==> src/cgp_pkg.sv <==
// Package for the clock gating and PLL setup block: field layouts,
// reset values, source codes and timing counts.
// Assumes every file of the block imports it whole.
package cgp_pkg;
   // Widths and counts of the block
   localparam int unsigned NUM_PERIPH = 32;
   localparam int unsigned NUM_PROG = 2;
   localparam int unsigned NUM_SRC = 4;
   localparam int unsigned LOCK_CNT_W = 11;
   localparam int unsigned FREQ_W = 16;
   localparam int unsigned PRESCALE_FIELD_CNT_W = 7;
   // Source codes; also the index into the synchronised input vector
   localparam logic [1:0] SRC_SLOW = 2'h0;
   localparam logic [1:0] SRC_MAIN = 2'h1;
   localparam logic [1:0] SRC_PLLA = 2'h2;
   localparam logic [1:0] SRC_PLLB = 2'h3;
   // Programmable clock configuration word
   localparam int unsigned PCK_CSS_LO = 0;
   localparam int unsigned PCK_PRESCALE_FIELD_LO = 2;
   localparam int unsigned PCK_CFG_W = 5;
   localparam logic [2:0] PRESCALE_FIELD_MAX = 3'h6;
   localparam logic [PCK_CFG_W-1:0] PCK_CFG_RST = 5'h00;
   // Main oscillator configuration word
   localparam int unsigned MOR_EN_BIT = 0;
   localparam int unsigned MOR_OSC_STARTUP_COUNT_LO = 8;
   localparam int unsigned MOR_OSC_STARTUP_COUNT_W = 8;
   localparam int unsigned OSC_TICKS_PER_COUNT = 8;
   // PLL configuration words
   localparam int unsigned PLL_DIV_LO = 0;
   localparam int unsigned PLL_DIV_W = 8;
   localparam int unsigned PLL_COUNT_LO = 8;
   localparam int unsigned PLL_COUNT_W = 6;
   localparam int unsigned PLL_MUL_LO = 16;
   localparam int unsigned PLL_MUL_W = 11;
   localparam int unsigned PLLA_SRC_LO = 30;
   localparam int unsigned USB_DIV_LO = 28;
   localparam logic [31:0] CFG_WORD_RST = 32'h0000_0000;
   // Frequency measurement window in slow clock periods
   localparam logic [4:0] MEASURE_SLOW_PERIODS = 5'h10;
   typedef enum logic [1:0] {
      CGP_MEAS_IDLE = 2'b00,
      CGP_MEAS_SYNC = 2'b01,
      CGP_MEAS_COUNT = 2'b10,
      CGP_MEAS_DONE = 2'b11
   } cgp_meas_t;
endpackage : cgp_pkg

==> src/cgp_lock_counter.sv <==
// Slow-clock countdown used for PLL lock and oscillator start-up.
// Assumes tick is a one-cycle pulse per slow clock period, same clock.
`timescale 1ns/1ns
`default_nettype none
module cgp_lock_counter
   import cgp_pkg::*;
#(
   parameter int unsigned W = LOCK_CNT_W
) (
   input wire logic clk,
   input wire logic rst,
   input wire logic load,
   input wire logic [W-1:0] load_val,
   input wire logic clear,
   input wire logic tick,
   output logic done
);
   logic [W-1:0] cnt_r;
   logic armed_r;

   // A load restarts the count and drops done; done rises after load_val ticks, or after one tick for zero
   always_ff @(posedge clk) begin
      if (rst || clear) begin
         cnt_r <= '0;
         armed_r <= 1'b0;
         done <= 1'b0;
      end else if (load) begin
         cnt_r <= load_val;
         armed_r <= 1'b1;
         done <= 1'b0;
      end else if (armed_r && tick) begin
         // A zero count still waits one tick, so done is never combinational
         if (cnt_r <= W'(1)) begin
            armed_r <= 1'b0;
            done <= 1'b1;
         end else begin
            cnt_r <= cnt_r - W'(1);
         end
      end
   end
endmodule : cgp_lock_counter
`default_nettype wire

==> src/cgp_prescaler.sv <==
// Power-of-two prescaler for a sampled clock level, with output gate.
// Assumes src is already synchronised to clk.
`timescale 1ns/1ns
`default_nettype none
module cgp_prescaler
   import cgp_pkg::*;
(
   input wire logic clk,
   input wire logic rst,
   input wire logic en,
   input wire logic src,
   input wire logic [2:0] prescale_field,
   output logic clk_out,
   output logic src_edge
);
   logic src_prev_r;
   logic [PRESCALE_FIELD_CNT_W-1:0] cnt_r;
   logic [2:0] prescale_field_eff;
   logic [PRESCALE_FIELD_CNT_W:0] taps;
   logic tap;

   // Codes above the largest ratio are clamped to divide by 64
   assign prescale_field_eff = (prescale_field > PRESCALE_FIELD_MAX) ? PRESCALE_FIELD_MAX : prescale_field;
   // Slot 0 is the raw source, slot k the counter bit dividing by 2**k; no index leaves range
   assign taps = {cnt_r, src};
   assign tap = taps[prescale_field_eff];

   // Count source rising edges; bit k-1 toggles at source / 2**k
   always_ff @(posedge clk) begin
      if (rst || !en) begin
         cnt_r <= '0;
      end else if (src && !src_prev_r) begin
         cnt_r <= cnt_r + PRESCALE_FIELD_CNT_W'(1);
      end
   end

   // Registered output, held low while disabled
   always_ff @(posedge clk) begin
      if (rst) begin
         src_prev_r <= 1'b0;
         src_edge <= 1'b0;
         clk_out <= 1'b0;
      end else begin
         src_prev_r <= src;
         src_edge <= src && !src_prev_r;
         clk_out <= en ? tap : 1'b0;
      end
   end
endmodule : cgp_prescaler
`default_nettype wire

==> src/cgp_clock_ctrl.sv <==
// Clock gating and PLL setup: peripheral clock gates, two programmable
// clock outputs, oscillator start-up, frequency measure and PLL lock.
// Assumes write strobes are one-cycle pulses on clk; clock pins arrive
// asynchronously and are sampled, so sources must be well below clk/2.
`timescale 1ns/1ns
`default_nettype none
module cgp_clock_ctrl
   import cgp_pkg::*;
(
   input wire logic clk,
   input wire logic rst,
   input wire logic slow_clk,
   input wire logic main_clk,
   input wire logic pll_a_clk,
   input wire logic pll_b_clk,
   input wire logic periph_clk_enable_we,
   input wire logic [NUM_PERIPH-1:0] periph_clk_enable_data,
   input wire logic periph_clk_disable_we,
   input wire logic [NUM_PERIPH-1:0] periph_clk_disable_data,
   input wire logic sys_clk_enable_we,
   input wire logic [NUM_PROG-1:0] sys_clk_enable_data,
   input wire logic sys_clk_disable_we,
   input wire logic [NUM_PROG-1:0] sys_clk_disable_data,
   input wire logic [NUM_PROG-1:0] prog_clock_config_we,
   input wire logic [PCK_CFG_W-1:0] prog_clock_config_data,
   input wire logic main_osc_config_we,
   input wire logic [31:0] main_osc_config_data,
   input wire logic pll_a_config_we,
   input wire logic [31:0] pll_a_config_data,
   input wire logic pll_b_config_we,
   input wire logic [31:0] pll_b_config_data,
   output logic [NUM_PERIPH-1:0] periph_clk_status,
   output logic [NUM_PROG-1:0] sys_clk_status,
   output logic [NUM_PROG-1:0] prog_clock_output,
   output logic [NUM_PROG-1:0] prog_ready,
   output logic osc_stable_flag,
   output logic measure_ready_flag,
   output logic [FREQ_W-1:0] freq_count_field,
   output logic pll_a_lock_flag,
   output logic pll_b_lock_flag,
   output logic pll_a_run,
   output logic pll_b_run,
   output logic usb_clk
);
   logic [NUM_SRC-1:0] sync1_r;
   logic [NUM_SRC-1:0] sync2_r;
   logic [NUM_SRC-1:0] prev_r;
   logic [NUM_SRC-1:0] rise;
   logic slow_tick;
   logic main_tick;
   logic [31:0] osc_cfg_r;
   logic [31:0] pll_a_cfg_r;
   logic [31:0] pll_b_cfg_r;
   logic [LOCK_CNT_W-1:0] osc_load_val;
   cgp_meas_t meas_state_r;
   logic [4:0] meas_slow_r;

   // Two-stage samplers for every clock pin; index equals the source code
   always_ff @(posedge clk) begin
      if (rst) begin
         sync1_r <= '0;
         sync2_r <= '0;
         prev_r <= '0;
      end else begin
         sync1_r <= {pll_b_clk, pll_a_clk, main_clk, slow_clk};
         sync2_r <= sync1_r;
         prev_r <= sync2_r;
      end
   end

   assign rise = sync2_r & ~prev_r;
   assign slow_tick = rise[SRC_SLOW];
   assign main_tick = rise[SRC_MAIN];

   // Peripheral gates: set and clear are one-hot by identifier; set wins
   always_ff @(posedge clk) begin
      if (rst) begin
         periph_clk_status <= '0;
      end else begin
         // Bit n gates peripheral n, so zero bits keep their state
         periph_clk_status <= (periph_clk_status
            & ~(periph_clk_disable_we ? periph_clk_disable_data : '0))
            | (periph_clk_enable_we ? periph_clk_enable_data : '0);
      end
   end

   // Programmable output enables, same set-wins convention
   always_ff @(posedge clk) begin
      if (rst) begin
         sys_clk_status <= '0;
      end else begin
         sys_clk_status <= (sys_clk_status
            & ~(sys_clk_disable_we ? sys_clk_disable_data : '0))
            | (sys_clk_enable_we ? sys_clk_enable_data : '0);
      end
   end

   // One configuration, prescaler and ready flag per programmable output
   genvar gi;
   generate
      for (gi = 0; gi < NUM_PROG; gi++) begin : g_prog
         logic [PCK_CFG_W-1:0] cfg_r;
         logic src_edge;

         always_ff @(posedge clk) begin
            if (rst) begin
               cfg_r <= PCK_CFG_RST;
            end else if (prog_clock_config_we[gi]) begin
               cfg_r <= prog_clock_config_data;
            end
         end

         // No glitch guard here: a live change can emit a runt pulse
         cgp_prescaler u_prescale_field (
            .clk(clk),
            .rst(rst),
            .en(sys_clk_status[gi]),
            .src(sync2_r[cfg_r[PCK_CSS_LO +: 2]]),
            .prescale_field(cfg_r[PCK_PRESCALE_FIELD_LO +: 3]),
            .clk_out(prog_clock_output[gi]),
            .src_edge(src_edge)
         );

         // Ready once a source edge passed through the new setting
         always_ff @(posedge clk) begin
            if (rst || prog_clock_config_we[gi] || !sys_clk_status[gi]) begin
               prog_ready[gi] <= 1'b0;
            end else if (src_edge) begin
               prog_ready[gi] <= 1'b1;
            end
         end
      end
   endgenerate

   // Configuration words; bit 29 of PLL A is stored as written
   always_ff @(posedge clk) begin
      if (rst) begin
         osc_cfg_r <= CFG_WORD_RST;
         pll_a_cfg_r <= CFG_WORD_RST;
         pll_b_cfg_r <= CFG_WORD_RST;
      end else begin
         if (main_osc_config_we) begin
            osc_cfg_r <= main_osc_config_data;
         end
         if (pll_a_config_we) begin
            pll_a_cfg_r <= pll_a_config_data;
         end
         if (pll_b_config_we) begin
            pll_b_cfg_r <= pll_b_config_data;
         end
      end
   end

   // A PLL runs only with a live divider and a nonzero multiplier
   always_ff @(posedge clk) begin
      if (rst) begin
         pll_a_run <= 1'b0;
         pll_b_run <= 1'b0;
      end else begin
         pll_a_run <= (pll_a_cfg_r[PLL_DIV_LO +: PLL_DIV_W] != '0)
            && (pll_a_cfg_r[PLL_MUL_LO +: PLL_MUL_W] != '0);
         pll_b_run <= (pll_b_cfg_r[PLL_DIV_LO +: PLL_DIV_W] != '0)
            && (pll_b_cfg_r[PLL_MUL_LO +: PLL_MUL_W] != '0);
      end
   end

   // Oscillator start-up: 8 slow ticks per count unit
   assign osc_load_val = LOCK_CNT_W'(OSC_TICKS_PER_COUNT)
      * LOCK_CNT_W'(main_osc_config_data[MOR_OSC_STARTUP_COUNT_LO +: MOR_OSC_STARTUP_COUNT_W]);

   cgp_lock_counter u_osc (
      .clk(clk),
      .rst(rst),
      .load(main_osc_config_we && main_osc_config_data[MOR_EN_BIT]),
      .load_val(osc_load_val),
      .clear(main_osc_config_we && !main_osc_config_data[MOR_EN_BIT]),
      .tick(slow_tick),
      .done(osc_stable_flag)
   );

   // Every write reloads the lock count and drops the flag until relock
   cgp_lock_counter u_lock_a (
      .clk(clk),
      .rst(rst),
      .load(pll_a_config_we),
      .load_val(LOCK_CNT_W'(pll_a_config_data[PLL_COUNT_LO +: PLL_COUNT_W])),
      .clear(1'b0),
      .tick(slow_tick),
      .done(pll_a_lock_flag)
   );

   cgp_lock_counter u_lock_b (
      .clk(clk),
      .rst(rst),
      .load(pll_b_config_we),
      .load_val(LOCK_CNT_W'(pll_b_config_data[PLL_COUNT_LO +: PLL_COUNT_W])),
      .clear(1'b0),
      .tick(slow_tick),
      .done(pll_b_lock_flag)
   );

   // USB clock: PLL B sample divided by 1, 2, 4 or 8
   cgp_prescaler u_usb (
      .clk(clk),
      .rst(rst),
      .en(1'b1),
      .src(sync2_r[SRC_PLLB]),
      .prescale_field({1'b0, pll_b_cfg_r[USB_DIV_LO +: 2]}),
      .clk_out(usb_clk),
      .src_edge()
   );

   // Frequency measure: start at a slow edge after stable, count 16 periods
   always_ff @(posedge clk) begin
      if (rst || !osc_stable_flag) begin
         meas_state_r <= CGP_MEAS_IDLE;
         meas_slow_r <= '0;
         freq_count_field <= '0;
         measure_ready_flag <= 1'b0;
      end else begin
         unique case (meas_state_r)
            CGP_MEAS_IDLE: begin
               meas_state_r <= CGP_MEAS_SYNC;
            end
            CGP_MEAS_SYNC: begin
               if (slow_tick) begin
                  meas_state_r <= CGP_MEAS_COUNT;
                  meas_slow_r <= '0;
                  freq_count_field <= '0;
               end
            end
            CGP_MEAS_COUNT: begin
               if (main_tick) begin
                  freq_count_field <= freq_count_field + FREQ_W'(1);
               end
               if (slow_tick) begin
                  meas_slow_r <= meas_slow_r + 5'h1;
                  if (meas_slow_r + 5'h1 == MEASURE_SLOW_PERIODS) begin
                     meas_state_r <= CGP_MEAS_DONE;
                     measure_ready_flag <= 1'b1;
                  end
               end
            end
            CGP_MEAS_DONE: begin
               meas_state_r <= CGP_MEAS_DONE; // Result held until oscillator drops
            end
         endcase
      end
   end

   // Slow ticks since the last PLL A write, for the lock timing check
   logic [LOCK_CNT_W-1:0] a_ticks_r;
   logic [LOCK_CNT_W-1:0] a_expect_r;
   always_ff @(posedge clk) begin
      if (rst || pll_a_config_we) begin
         a_ticks_r <= '0;
         a_expect_r <= rst ? LOCK_CNT_W'(1) : ((pll_a_config_data[PLL_COUNT_LO +: PLL_COUNT_W]
            == '0) ? LOCK_CNT_W'(1) : LOCK_CNT_W'(pll_a_config_data[PLL_COUNT_LO +: PLL_COUNT_W]));
      end else if (slow_tick && !pll_a_lock_flag) begin
         a_ticks_r <= a_ticks_r + LOCK_CNT_W'(1);
      end
   end
endmodule : cgp_clock_ctrl
`default_nettype wire

==> config.mk <==
export PLATFORM = sky130hd
export DESIGN_NAME = cgp_clock_ctrl
export DESIGN_NICKNAME = d
export VERILOG_FILES = /design/src/cgp_pkg.sv /design/src/cgp_lock_counter.sv /design/src/cgp_prescaler.sv /design/src/cgp_clock_ctrl.sv
export SDC_FILE = /design/constraint.sdc
export NUM_CORES = 1
export LEC_CHECK = 0
export BUFFER_PORTS_ARGS = -buffer_cell sky130_fd_sc_hd__buf_2
export CAP_MARGIN = 20
export CELL_PAD_IN_SITES_DETAIL_PLACEMENT = 1
export CELL_PAD_IN_SITES_GLOBAL_PLACEMENT = 2
export CORE_UTILIZATION = 30
export DETAILED_ROUTE_END_ITERATION = 16
export GPL_TIMING_DRIVEN = 1
export PLACE_DENSITY = 0.81
export SYNTH_ARGS = -nofsm -noshare
export SYNTH_HDL_FRONTEND = slang
export SYNTH_SLANG_ARGS = --single-unit
export TNS_END_PERCENT = 5
==> constraint.sdc <==
create_clock -name clk -period 2.84 [get_ports clk]
set_clock_uncertainty 0.15 [all_clocks]
set_input_delay 0.142 -clock clk [delete_from_list [all_inputs] [get_ports clk]]
set_output_delay 0.142 -clock clk [all_outputs]
set_load 0.05 [all_outputs]
==> results.tsv <==
stage	metric	value	unit
worst_setup_path	r2r setup slk	210	ps
timing	setup_tns	0	ps
synthesis	proportion of synthesized area in mux cells	8.91	%
worst_setup_path	Required @ worst endpoint	3060	ps
global_route	vias in the first global route	7739	
timing	FMAX	0.381	GHz
global_route	total track usage	17.6	%
power	LEAKAGE	4.60	nW
flow_run	Max-cap violations	0	
synthesis	synth unique cells	52	
cts	CTS tree	built	
finish	nets@finish	1376	
finish	Filler cells	2996	
global_route	GR met2 Demand/Resource	31.7	%
timing	Final period util	92.5	%
finish	multi-input gate area in the final layout	3730	um2
cts	clock buffer depth	2	
floorplanning	area of the core	25100	um2
worst_setup_path	worst r2r path cells	6	
global_route	GR Layer Usage met1	20.5	%
synthesis	post-synthesis sequential area ratio	48.0	%
floorplanning	Starting Density	30.5	%
hold_path	Hold Crit Start	pll_a_config_we	
global_route	busiest grt layer	met2	
cts	CTS Hold Bufs	150	
worst_setup_path	RR Endpoint	u_osc.cnt_r[4]	
finish	Finished Cell Area	11100	um2
cts	H-Tree Depth	4	
hold_path	worst hold path stage count	3	
route	Final ANT Viol Nets	0	
route	DRC	0	
synthesis	area fraction in compound gates after synthesis	9.38	%
cts	clock net sink count	184	
placed_design	dpl hpwl	14800	um
cts	Root Driver	clkbuf_16	
route	WL/cell	15.0	um
worst_setup_path	WS Path Type	flip-flop to flip-flop	
hold_path	Hold Path End	u_lock_a.cnt_r[1]	
placed_design	input/output buffers	209	
hold_path	Hold WC Path Type	input port to flip-flop	
timing	Least-Margin Pin Slew	964	ps
worst_setup_path	CP Cell Sequence	nand3b_1, nor4b_1, nand2_1, xor2_1, a211oi_1, dlygate4sd3_1	
floorplanning	Die Width	162	um
synthesis	Adder-Cell Fraction of Synth Area	1.79	%
synthesis	simple-gate portion of the synthesized area	23.1	%
synthesis	cell count after synthesis	844	
floorplanning	Die H	162	um
timing	Final setup viols	0	
synthesis	Post-Syn Area	7670	um2
synthesis	Post-Syn Nets	1039	
timing	max_slew headroom	35.8	%
route	drt pass-1 iters	4	
synthesis	Synth Flop Type	dfxtp_1	
route	vias per inst	4.72	
worst_setup_path	critical path fanouts, max	7	
cts	Post-CTS Setup Inserts	0	
power	Peak VDD IR	0.280	mV
finish	Layout Utilization	44.2	%
worst_setup_path	reg2reg start	sync2_r[0]	
synthesis	top post-synthesis cells by area	dfxtp_1, nor2_1, mux2i_1	
finish	layout cells sized above 1	22.0	%
route	routed wire length	23000	um
placed_design	DP Worst Slack	562	ps
cts	Worst-Skew Late Latency	430	ps
worst_setup_path	worst stage delay on the critical path	650	ps
cts	Reg clk slew, reported paths	80	ps
worst_setup_path	crit start category	flip-flop	
synthesis	Synth Register Bits	184	
worst_setup_path	Worst path slowest cell	nor4b_1	
floorplanning	boundary pin count	245	
outcome	outcome	completed	
synthesis	XOR/XNOR share of the synthesized area	5.48	%
finish	Area Overhead vs Synth	44.7	%
global_route	pin count of the biggest net entering global routing	88	
route	DRT iter0 DRCs	235	
synthesis	top-area cell type share of the netlist area	48.0	%
placed_design	Final Wtd Congestion	0.735	
floorplanning	die area	26200	um2
timing	endpoints failing hold	0	
timing	RSZ-0062 raised after global routing	false	
finish	Seq. cell area	3680	um2
cts	CTS Buf Count	17	
timing	final setup margin	214	ps
synthesis	Post-synth ARST share	0	%
synthesis	largest family of logic cells by synthesized area	simple AND/OR/NAND/NOR gates	
global_route	first-pass GRT wire length	37400	um
global_route	initial antenna violation count	2	
synthesis	Synth Warn #	0	
cts	# resized after CTS	0	
worst_setup_path	CP endpoint kind	flip-flop	
global_route	GR Overflow Total	0	
synthesis	Syn Area/Cell	9.09	um2
synthesis	EDFF count, synth	0	
timing	Slew Viols, Final	0	
worst_setup_path	worst setup path start	sync2_r[0]	
placed_design	area of placed instances	8980	um2
worst_setup_path	WP data arrival	2850	ps
synthesis	Yosys top cell by area	dfxtp_1	
floorplanning	site row count	58	
route	Vias	7206	
power	Pwr Density	543	nW/um2
global_route	routing usage on met3	4.60	%
timing	Tmin final	2630	ps
-- flip-flops by register name (all words and copies together) (netlist names), 5 cells and up --
| name | count |
|---|---|
| freq_count_field | 16 |
| g_prog.cfg_r | 10 |
| g_prog.u_prescale_field.cnt_r | 12 |
| meas_slow_r | 5 |
| periph_clk_status | 32 |
| pll_a_cfg_r | 19 |
| pll_b_cfg_r | 21 |
| u_lock_a.cnt_r | 11 |
| u_lock_b.cnt_r | 11 |
| u_osc.cnt_r | 11 |
-- routing by layer --
metal	up-vias	share of wire, %
li1	3600	-
met1	3420	43
met2	167	50
met3	19	5.4
met4	0	1.2
met5	-	0
-- per-stage QoR --
step | total power, mW | hold slack [ps] | cells
after floorplan | 3.23 | 101 | 844
after global placement | 3.44 | 204 | 1342
after detailed placement | 3.46 | 208 | 1342
after CTS | 6.09 | 146 | 1524
after global routing | 6.29 | 196 | 1526
final | 6.02 | 160 | 1526
-- layout by cell type (no fill, tap or decap), types with 6 or more instances in the layout --
master / netlist / routed
dfxtp_1: 184 / 184
xnor2_1: 21 / 21
ha_1: 11 / 11
clkbuf_16: 0 / 17
nor2_1: 168 / 168
or3_1: 6 / 6
nand3_1: 15 / 15
a211oi_1: 13 / 13
nor2b_1: 20 / 20
buf_2: 2 / 208
nand4_1: 15 / 15
mux2i_1: 57 / 57
dlygate4sd3_1: 0 / 150
inv_1: 15 / 15
o21ai_0: 18 / 18
xor2_1: 27 / 27
buf_4: 4 / 7
nor4_1: 22 / 22
nor3_1: 15 / 15
nand2_1: 72 / 72
a22oi_1: 36 / 36
a21oi_1: 17 / 17
or4_1: 6 / 6
-- power breakdown --
| part | internal [mW] | switching [mW] |
|---|---|---|
| clock network | 1.22 | 1.20 |
| logic | 0.406 | 0.428 |
| registers | 2.69 | 0.0759 |
-- cell usage after synthesis (2+ instances only) --
cell type,instances
a211oi_1,13
a21oi_1,17
a22oi_1,36
a2bb2oi_1,3
a311oi_1,3
a31oi_1,4
and3_1,2
buf_1,8
buf_2,2
buf_4,4
clkbuf_1,32
dfxtp_1,184
ha_1,11
inv_1,15
mux2i_1,57
mux4_2,5
nand2_1,72
nand2b_1,5
nand3_1,15
nand3b_1,5
nand4_1,15
nand4b_1,2
nand4bb_1,2
nor2_1,168
nor2b_1,20
nor3_1,15
nor4_1,22
nor4b_1,2
nor4bb_1,2
o21ai_0,18
o21bai_1,3
o221ai_1,2
or2_2,4
or3_1,6
or4_1,6
or4_4,2
xnor2_1,21
xor2_1,27
-- worst max-delay path: cells and delay by family (launching register included) --
| family | cells | cell delay (ps) |
|---|---|---|
| simple gates | 3 | 990 |
| buf+inv | 1 | 570 |
| flops | 1 | 480 |
| compound gates | 1 | 220 |
| xor+xnor | 1 | 170 |
-- cells by family after synthesis --
| logic type | count (synthesis) |
|---|---|
| buffers and inverters | 63 |
| AO/OA/AOI/OAI | 106 |
| XOR/XNOR | 48 |
| flip-flops | 184 |
| AND/OR/NAND/NOR | 370 |
| multiplexers | 62 |
| adder cells (fa/ha/maj) | 11 |
-- worst max path at each step --
stage | to | slack [ps] | cells after the start
detailed placement | u_lock_a.cnt_r[0] | 560 | 5
global route | u_osc.cnt_r[4] | 60 | 6
floorplan | freq_count_field[15] | 590 | 5
global placement | u_lock_a.cnt_r[1] | 620 | 5
finish | u_osc.cnt_r[4] | 210 | 6
CTS | u_osc.cnt_r[4] | 230 | 6
-- cell type report --
cell class / instances / share of cell area [%]
Antenna cell: 2 / 0.0451
Tap cell: 330 / 3.72
Multi-Input combinational cell: 597 / 33.6
Clock buffer: 18 / 3.96
Inverter: 16 / 0.541
Clock inverter: 14 / 1.56
Timing Repair Buffer: 365 / 23.4
Sequential cell: 184 / 33.2
Power figures use the tool's default switching activity.
